[src/include/fcdma_pkg.sv]
// constants and types shared by the four-channel dma controller
package fcdma_pkg;
  localparam int NUM_CH = 4;
  localparam int ADDR_W = 16;
  localparam int DATA_W = 8;
  localparam int MODE_W = 2;

  // transfer modes, as driven on the per-channel mode port
  localparam logic [1:0] MODE_DEMAND = 2'h0;
  localparam logic [1:0] MODE_SINGLE = 2'h1;
  localparam logic [1:0] MODE_BLOCK = 2'h2;

  // direction bit
  localparam logic DIR_IO_TO_MEM = 1'h0;
  localparam logic DIR_MEM_TO_IO = 1'h1;

  // byte pacing against the peak rate
  localparam int CLK_HZ = 125_000_000;
  localparam int PEAK_BYTES_PER_S = 2_000_000;
  localparam int BYTE_CYCLES = (CLK_HZ + PEAK_BYTES_PER_S - 1) / PEAK_BYTES_PER_S;
  localparam int PACE_W = 7;

  // reset values
  localparam logic [ADDR_W-1:0] ADDR_RESET = 16'h0000;
  localparam logic [ADDR_W-1:0] COUNT_RESET = 16'h0000;
  localparam logic [DATA_W-1:0] DATA_RESET = 8'h00;

  // two-entry buffer depth
  localparam int BUF_DEPTH = 2;

  typedef enum logic [2:0] {
    ST_IDLE,
    ST_HOLD,
    ST_ISSUE,
    ST_WAIT,
    ST_CAPTURE,
    ST_STEP
  } fcdma_state_t;
endpackage

[src/hdl/fcdma_skid.sv]
// two-entry buffer between the engine and the output device
`timescale 1ns/1ns
module fcdma_skid #(
  parameter int W = 8
) (
  input wire logic clock,
  input wire logic reset_n,
  input wire logic in_valid,
  output logic in_ready,
  input wire logic [W-1:0] in_data,
  output logic out_valid,
  input wire logic out_ready,
  output logic [W-1:0] out_data
);
  logic [1:0] count;
  logic [1:0] next_count;
  logic [W-1:0] tail;
  logic [W-1:0] next_tail;
  logic [W-1:0] next_out_data;
  logic next_out_valid;
  logic push;
  logic pop;

  always_comb begin
    in_ready = (count != 2'(fcdma_pkg::BUF_DEPTH));
    push = in_valid && in_ready;
    pop = out_valid && out_ready;
    next_count = count;
    next_tail = tail;
    next_out_data = out_data;
    case ({push, pop})
      2'b10: begin
        if (count == 2'h0) begin
          next_out_data = in_data;
        end else begin
          next_tail = in_data;
        end
        next_count = count + 2'h1;
      end
      2'b01: begin
        next_out_data = tail;
        next_count = count - 2'h1;
      end
      2'b11: begin
        // only reachable with one entry held
        next_out_data = in_data;
      end
      default: begin
      end
    endcase
    next_out_valid = (next_count != 2'h0);
  end

  always_ff @(posedge clock) begin
    if (!reset_n) begin
      count <= 2'h0;
      tail <= '0;
      out_data <= '0;
      out_valid <= 1'b0;
    end else begin
      count <= next_count;
      tail <= next_tail;
      out_data <= next_out_data;
      out_valid <= next_out_valid;
    end
  end
endmodule

[src/hdl/fcdma_top.sv]
// four-channel dma transfer engine with hold handshake and output buffer
`timescale 1ns/1ns
module fcdma_top #(
  parameter int N_CH = fcdma_pkg::NUM_CH,
  parameter int AW = fcdma_pkg::ADDR_W,
  parameter int DW = fcdma_pkg::DATA_W
) (
  input wire logic clock,
  input wire logic reset_n,
  input wire logic [N_CH-1:0] ch_load,
  input wire logic [N_CH-1:0] ch_sw_req,
  input wire logic [N_CH-1:0] ch_dir,
  input wire logic [N_CH-1:0] ch_addr_dec,
  input wire logic [N_CH-1:0] ch_autoinit,
  input wire logic [N_CH-1:0][1:0] ch_mode,
  input wire logic [N_CH-1:0][AW-1:0] ch_base_addr,
  input wire logic [N_CH-1:0][AW-1:0] ch_base_count,
  input wire logic mem2mem_en,
  input wire logic [N_CH-1:0] dreq,
  output logic [N_CH-1:0] dack,
  output logic hold_req,
  input wire logic hold_ack,
  output logic [AW-1:0] mem_addr,
  output logic mem_rd,
  output logic mem_wr,
  output logic [DW-1:0] mem_wdata,
  input wire logic [DW-1:0] mem_rdata,
  input wire logic [DW-1:0] io_in_data,
  input wire logic io_in_valid,
  output logic io_in_ack,
  output logic [DW-1:0] io_out_data,
  output logic io_out_valid,
  input wire logic io_out_ready,
  output logic [N_CH-1:0] ch_active,
  output logic [N_CH-1:0] ch_tc
);
  localparam int CW = (N_CH > 1) ? $clog2(N_CH) : 1;

  function automatic logic [AW-1:0] step_addr(input logic [AW-1:0] a, input logic dec);
    step_addr = dec ? a - AW'(1) : a + AW'(1);
  endfunction

  function automatic logic [CW-1:0] pick_first(input logic [N_CH-1:0] v);
    pick_first = '0;
    for (int i = N_CH - 1; i >= 0; i--) begin
      if (v[i]) begin
        pick_first = CW'(i);
      end
    end
  endfunction

  // dreq and hold_ack pin inputs pass two flops
  logic [N_CH-1:0] dreq_m;
  logic [N_CH-1:0] dreq_s;
  logic hold_ack_m;
  logic hold_ack_s;
  always_ff @(posedge clock) begin
    if (!reset_n) begin
      dreq_m <= '0;
      dreq_s <= '0;
      hold_ack_m <= 1'b0;
      hold_ack_s <= 1'b0;
    end else begin
      dreq_m <= dreq;
      dreq_s <= dreq_m;
      hold_ack_m <= hold_ack;
      hold_ack_s <= hold_ack_m;
    end
  end

  logic [N_CH-1:0][AW-1:0] cur_addr;
  logic [N_CH-1:0][AW-1:0] next_cur_addr;
  logic [N_CH-1:0][AW-1:0] cur_count;
  logic [N_CH-1:0][AW-1:0] next_cur_count;
  logic [N_CH-1:0] sw_pend;
  logic [N_CH-1:0] next_sw_pend;
  logic [N_CH-1:0] next_ch_active;
  logic [N_CH-1:0] next_ch_tc;
  fcdma_pkg::fcdma_state_t state;
  fcdma_pkg::fcdma_state_t next_state;
  logic [CW-1:0] chan;
  logic [CW-1:0] next_chan;
  logic m2m_run;
  logic next_m2m_run;
  logic [fcdma_pkg::PACE_W-1:0] pace;
  logic [fcdma_pkg::PACE_W-1:0] next_pace;
  logic [N_CH-1:0] next_dack;
  logic next_hold_req;
  logic [AW-1:0] next_mem_addr;
  logic next_mem_rd;
  logic next_mem_wr;
  logic [DW-1:0] next_mem_wdata;
  logic next_io_in_ack;
  logic [N_CH-1:0] pending;
  logic [N_CH-1:0] m2m_mask;
  logic step;
  logic tc;
  logic req_now;
  logic byte_start;
  logic [AW-1:0] stepped_addr;
  logic [AW-1:0] stepped_dst;
  logic buf_in_valid;
  logic buf_in_ready;

  fcdma_skid #(
    .W(DW)
  ) u_out_buf (
    .clock(clock),
    .reset_n(reset_n),
    .in_valid(buf_in_valid),
    .in_ready(buf_in_ready),
    .in_data(mem_rdata),
    .out_valid(io_out_valid),
    .out_ready(io_out_ready),
    .out_data(io_out_data)
  );

  // request arbitration inputs
  always_comb begin
    m2m_mask = '1;
    if (mem2mem_en && N_CH > 1) begin
      m2m_mask[1] = 1'b0;
    end
    pending = ch_active & (dreq_s | sw_pend) & m2m_mask;
    step = (state == fcdma_pkg::ST_STEP);
    tc = (cur_count[chan] == '0);
    req_now = dreq_s[chan] | sw_pend[chan];
    stepped_addr = step_addr(cur_addr[chan], ch_addr_dec[chan]);
    stepped_dst = step_addr(cur_addr[1], ch_addr_dec[1]);
  end

  always_comb begin
    next_cur_addr = cur_addr;
    next_cur_count = cur_count;
    next_sw_pend = sw_pend;
    next_ch_active = ch_active;
    next_ch_tc = '0;
    for (int i = 0; i < N_CH; i++) begin
      if (step && chan == CW'(i)) begin
        if (tc) begin
          next_ch_tc[i] = 1'b1;
          next_sw_pend[i] = 1'b0;
          if (ch_autoinit[i]) begin
            next_cur_addr[i] = ch_base_addr[i];
            next_cur_count[i] = ch_base_count[i];
          end else begin
            next_ch_active[i] = 1'b0;
          end
        end else begin
          next_cur_addr[i] = stepped_addr;
          next_cur_count[i] = cur_count[i] - AW'(1);
        end
      end
      if (ch_load[i]) begin
        next_cur_addr[i] = ch_base_addr[i];
        next_cur_count[i] = ch_base_count[i];
        next_ch_active[i] = 1'b1;
      end
      // set wins over the terminal-count clear while the channel stays active
      if (ch_sw_req[i] && next_ch_active[i]) begin
        next_sw_pend[i] = 1'b1;
      end
    end
    // destination walks with channel 1 settings
    if (step && m2m_run && !tc && N_CH > 1) begin
      next_cur_addr[1] = stepped_dst;
    end
  end

  // transfer sequencer
  always_comb begin
    next_state = state;
    next_chan = chan;
    next_m2m_run = m2m_run;
    next_pace = (pace != '0) ? pace - fcdma_pkg::PACE_W'(1) : pace;
    next_dack = dack;
    next_hold_req = hold_req;
    next_mem_addr = mem_addr;
    next_mem_rd = 1'b0;
    next_mem_wr = 1'b0;
    next_mem_wdata = mem_wdata;
    next_io_in_ack = 1'b0;
    buf_in_valid = 1'b0;
    byte_start = 1'b0;
    case (state)
      fcdma_pkg::ST_IDLE: begin
        if (pending != '0 && !hold_ack_s) begin
          next_chan = pick_first(pending);
          next_dack = '0;
          next_dack[pick_first(pending)] = 1'b1;
          next_hold_req = 1'b1;
          next_m2m_run = mem2mem_en && (pick_first(pending) == '0);
          next_state = fcdma_pkg::ST_HOLD;
        end
      end
      fcdma_pkg::ST_HOLD: begin
        // bus is ours only after hold is granted
        if (hold_ack_s) begin
          next_state = fcdma_pkg::ST_ISSUE;
        end
      end
      fcdma_pkg::ST_ISSUE: begin
        if (pace == '0) begin
          if (m2m_run || ch_dir[chan] == fcdma_pkg::DIR_MEM_TO_IO) begin
            if (m2m_run || buf_in_ready) begin
              byte_start = 1'b1;
              next_mem_rd = 1'b1;
              next_mem_addr = cur_addr[chan];
              next_state = fcdma_pkg::ST_WAIT;
            end
          end else if (io_in_valid) begin
            byte_start = 1'b1;
            next_mem_wr = 1'b1;
            next_mem_addr = cur_addr[chan];
            next_mem_wdata = io_in_data;
            next_io_in_ack = 1'b1;
            next_state = fcdma_pkg::ST_STEP;
          end
          if (byte_start) begin
            next_pace = fcdma_pkg::PACE_W'(fcdma_pkg::BYTE_CYCLES - 1);
          end
        end
      end
      fcdma_pkg::ST_WAIT: begin
        next_state = fcdma_pkg::ST_CAPTURE;
      end
      fcdma_pkg::ST_CAPTURE: begin
        if (m2m_run) begin
          next_mem_wr = 1'b1;
          next_mem_addr = cur_addr[1];
          next_mem_wdata = mem_rdata;
        end else begin
          buf_in_valid = 1'b1;
        end
        next_state = fcdma_pkg::ST_STEP;
      end
      fcdma_pkg::ST_STEP: begin
        next_state = fcdma_pkg::ST_IDLE;
        if (!tc) begin
          // block and copy keep the bus
          if (m2m_run || ch_mode[chan] == fcdma_pkg::MODE_BLOCK) begin
            next_state = fcdma_pkg::ST_ISSUE;
          end else if (ch_mode[chan] == fcdma_pkg::MODE_DEMAND && req_now) begin
            next_state = fcdma_pkg::ST_ISSUE;
          end
        end
        // single mode falls through to release
        if (next_state == fcdma_pkg::ST_IDLE) begin
          next_hold_req = 1'b0;
          next_dack = '0;
        end
      end
      default: begin
        next_state = fcdma_pkg::ST_IDLE;
      end
    endcase
  end

  always_ff @(posedge clock) begin
    if (!reset_n) begin
      cur_addr <= '0;
      cur_count <= '0;
      sw_pend <= '0;
      ch_active <= '0;
      ch_tc <= '0;
      state <= fcdma_pkg::ST_IDLE;
      chan <= '0;
      m2m_run <= 1'b0;
      pace <= '0;
      dack <= '0;
      hold_req <= 1'b0;
      mem_addr <= fcdma_pkg::ADDR_RESET;
      mem_rd <= 1'b0;
      mem_wr <= 1'b0;
      mem_wdata <= fcdma_pkg::DATA_RESET;
      io_in_ack <= 1'b0;
    end else begin
      cur_addr <= next_cur_addr;
      cur_count <= next_cur_count;
      sw_pend <= next_sw_pend;
      ch_active <= next_ch_active;
      ch_tc <= next_ch_tc;
      state <= next_state;
      chan <= next_chan;
      m2m_run <= next_m2m_run;
      pace <= next_pace;
      dack <= next_dack;
      hold_req <= next_hold_req;
      mem_addr <= next_mem_addr;
      mem_rd <= next_mem_rd;
      mem_wr <= next_mem_wr;
      mem_wdata <= next_mem_wdata;
      io_in_ack <= next_io_in_ack;
    end
  end

  // cycles since the last byte start, for the rate check
  localparam int MIN_GAP = fcdma_pkg::BYTE_CYCLES;
  logic [7:0] since_start;
  always_ff @(posedge clock) begin
    if (!reset_n) begin
      since_start <= 8'hFF;
    end else if (byte_start) begin
      since_start <= 8'h01;
    end else if (since_start != 8'hFF) begin
      since_start <= since_start + 8'h01;
    end
  end
endmodule

[config.mk]
export PLATFORM = sky130hd
export DESIGN_NAME = fcdma_top
export DESIGN_NICKNAME = d
export VERILOG_FILES = /design/src/include/fcdma_pkg.sv /design/src/hdl/fcdma_skid.sv /design/src/hdl/fcdma_top.sv
export SDC_FILE = /design/constraint.sdc
export NUM_CORES = 1
export LEC_CHECK = 0
export BUFFER_PORTS_ARGS = -buffer_cell sky130_fd_sc_hd__buf_4
export CAP_MARGIN = 15
export CORE_UTILIZATION = 61
export DETAILED_ROUTE_END_ITERATION = 8
export PLACE_DENSITY = 0.93
export SLEW_MARGIN = 30
export SYNTH_ARGS = -nofsm -noshare
export SYNTH_HDL_FRONTEND = slang
export SYNTH_SLANG_ARGS = --single-unit
[constraint.sdc]
create_clock -name clock -period 6.2 [get_ports clock]
set_input_delay 0 -clock clock [delete_from_list [all_inputs] [get_ports clock]]
set_output_delay 0 -clock clock [all_outputs]
set_load 0.05 [all_outputs]
==> results.toml <==
[layout]
postLayoutCellArea_um2 = 16400
nets = 2105
drive_gt1_share_pct = 17.7
area_growth_pct = 35.2
fin_util_pct = 84.1
num-fill-cells = 987
layoutNonFillerInstCount = 2173

[power]
power_density_nw_per_um2 = 294
seqPwrFrac_pct = 34.3
p_clk_share_pct = 31.9
netSwitchingFraction_pct = 36.5
pwr-share-comb_pct = 33.7
p_leak_nw = 6.77
internal_power_w = 0.00306
p_switching_w = 0.00176
vdd_drop_max_mv = 0.226

[global_routing]
antenna_found_initial = 5
gr-usage-met2_pct = 75.7
grt_max_degree = 90
grtUsageTotal_pct = 48.2
grt_pass1_wl_um = 76000
top_usage_layer = "met2"
grt_pass1_vias = 14400
grt_use_met1_pct = 53.5
overflow = 0
met3_usage_pct = 17.3

[floorplan]
die_w_um = 143
die_y_um = 143
start_util_pct = 62.2
die_area_um2 = 20400
core_region_area_um2 = 19500
rows = 51
io_pins = 231

[critical_path]
crit_path_top_delay_cell = "dlygate4sd3_1"
slowest_delay_ns = 0.59
worstSetupPathType = "flop to flop"
crit_chain = "or4_4 > or4_4 > or4_1 > a32oi_2 > buf_4 > nand2_1 > or2_1 > a21oi_1 > dlygate4sd3_1 > nor2_1 > a32o_1 > dlygate4sd3_1"
cp_max_fo = 14
reg2reg_from = "cur_count[5]"
end_kind = "flop"
crit_required_ns = 6.59
start_kind = "flop"
worstPathArrival_ns = 5.31
startpoint = "cur_count[5]"

[hold_path]
min_path_type = "primary input to flop"
hp-start = "reset_n"

[synth]
ys_ff_latch = 214
yosys_most_used_dff = "dfxtp_1"
avgSynthCellArea_um2 = 7.79
synth_top_area_cell = "dfxtp_1"
synth_cell_types = 71
ys_top_cells_by_area = "dfxtp_1, nand2_1, nor2_1"
synth_top_area_share_pct = 35.4
synth_area_um2 = 12100
synthArstFlopShare_pct = 0
synth_edf_count = 0
syn_inst = 1553
syn-num-nets = 1773
synth_warnings = 0
ys_seq_area_share_pct = 35.4

[routing]
dr.pass1.iters = 9
wl_um = 49000
viasPerCell = 6.84
avgRoutedWirePerCell_um = 22.5
vias = 14900
ant_nets = 0
route.detailed.drc = 1
drt_iter0_markers = 2283

[sta]
grt_setup_unrepaired = "no"
fin_skew_ns = 0.0131
setup_tns_ns = 0
setup-violations-final = 0
max_freq_ghz = 0.203
relSlewSlack_pct = 34.7
tightest_slew_ns = 0.979
min_period_ns = 4.93
drv_slew = 0
hold_slack_ns = 0.0230
hold_viol_final = 0
post-route-period-util_pct = 79.4

[placement]
numPortBuffers = 230
gp_congestion = 0.955
dp.final_hpwl_um = 26800
dp.cells = 1958
placed_area_um2 = 13800

[clock_network]
clk_pin_slew_ns = 0.06
cts_sinks = 214
h-tree-depth = 1
tritoncts = "yes"
cts_buffers = 23
post_cts_buffers = 0
insertion_delay_ns = 0.52
clock-root-buffer = "clkbuf_16"
cts_max_path_buffers = 3

[job]
maxCapViolations = 0

[status]
failed_checks = "DRC"
outcome = "finished with violations"
-- synthesized netlist by cell type (16+ instances only) --
cell / instances
nand2_1: 220
dfxtp_1: 214
nor2_1: 206
a21oi_1: 115
o21ai_0: 113
clkbuf_1: 70
a311oi_1: 53
nor3_1: 44
a211oi_1: 39
ha_1: 36
inv_1: 36
nand3_1: 29
and2_1: 22
mux2i_1: 18
mux4_2: 18
nor2b_1: 18
o211ai_1: 17
xor2_1: 17
buf_2: 16
-- layer usage --
metal	up-vias	part of all wire [%]
met5	-	0
met4	0	8.9
met3	439	13
met2	1379	45
met1	6759	33
li1	6288	-
-- registers in the layout (all words and copies together) (netlist names), 3 cells and up --
| register | cells |
|---|---|
| ch_active | 4 |
| ch_tc | 4 |
| cur_addr | 64 |
| cur_count | 64 |
| dack | 4 |
| dreq_m | 4 |
| dreq_s | 4 |
| mem_addr | 16 |
| mem_wdata | 8 |
| pace | 7 |
| state | 3 |
| sw_pend | 4 |
| u_out_buf.out_data | 8 |
| u_out_buf.tail | 8 |
-- layout make-up --
class                   instances  area [um^2]  share of cell area (%)
flip-flops and latches        214         4280                    26.2
diodes                          7         17.5                   0.107
multi-input cells            1197         7260                    44.3
repair buffers                412         3520                    21.5
inverters                      37          141                   0.864
clock inverters                13          206                    1.26
clock buffers                  28          614                    3.75
well taps                     265          332                    2.03
-- power groups by stage --
stage	registers (W)	clock network [W]	logic, W
detailed placement	0.00166	0	0.00139
floorplan	0.00163	0	0.000994
global placement	0.00166	0	0.00135
CTS	0.00164	0.00151	0.00150
finish	0.00166	0.00154	0.00163
global route	0.00166	0.00158	0.00173
-- logic make-up (layout without fill, tap and decap cells) --
kind of cell	Yosys count	in the layout	synth area share, %
AO/OA/AOI/OAI	459	459	24.8
XOR/XNOR	32	32	2.32
adder cells (fa/ha/maj)	38	38	4.05
buffers and inverters	142	490	5.13
flip-flops	214	214	35.4
multiplexers	36	36	4.84
other	0	7	0
AND/OR/NAND/NOR	632	632	23.4
-- final timing paths --
path                   to  slack, ns  cells past startpoint
max            sw_pend[0]       1.27                     12
min          cur_addr[22]       0.02                      2
max reg2reg    sw_pend[0]       1.27                     12
min reg2reg     dreq_s[1]       0.44                      1
-- critical path, delay by kind of cell, from the launching register on --
family | cells | cell delay [ns]
and+or+nand+nor | 6 | 1.98
DFF | 1 | 0.36
AOI/OAI and AO/OA | 3 | 0.95
buffers and inverters | 3 | 1.49
-- placed cells by master (no fill, tap or decap), types with 38 or more instances in the layout --
| cell type | n |
|---|---|
| dlygate4sd3_1 | 166 |
| a211oi_1 | 38 |
| nor2_1 | 203 |
| a311oi_1 | 53 |
| o21ai_0 | 113 |
| nor3_1 | 43 |
| buf_4 | 245 |
| a21oi_1 | 112 |
| nand2_1 | 220 |
| dfxtp_1 | 214 |
-- per-stage QoR --
| stage | total power, W | setup slack, ns |
|---|---|---|
| finish | 0.00482 | 1.27 |
| global route | 0.00497 | 1.22 |
| CTS | 0.00465 | 1.51 |
| detailed placement | 0.00305 | 1.77 |
| global placement | 0.00300 | 1.86 |
| floorplan | 0.00263 | 2.06 |
-- repair_timing --
item                                    in CTS  in global routing
resized for setup                            0                  0
endpoints found under the setup margin       0                  0
endpoints found under the hold margin      167                  0
hold buffers                               166                  0
Note: power is estimated with default switching activity, not from simulation.
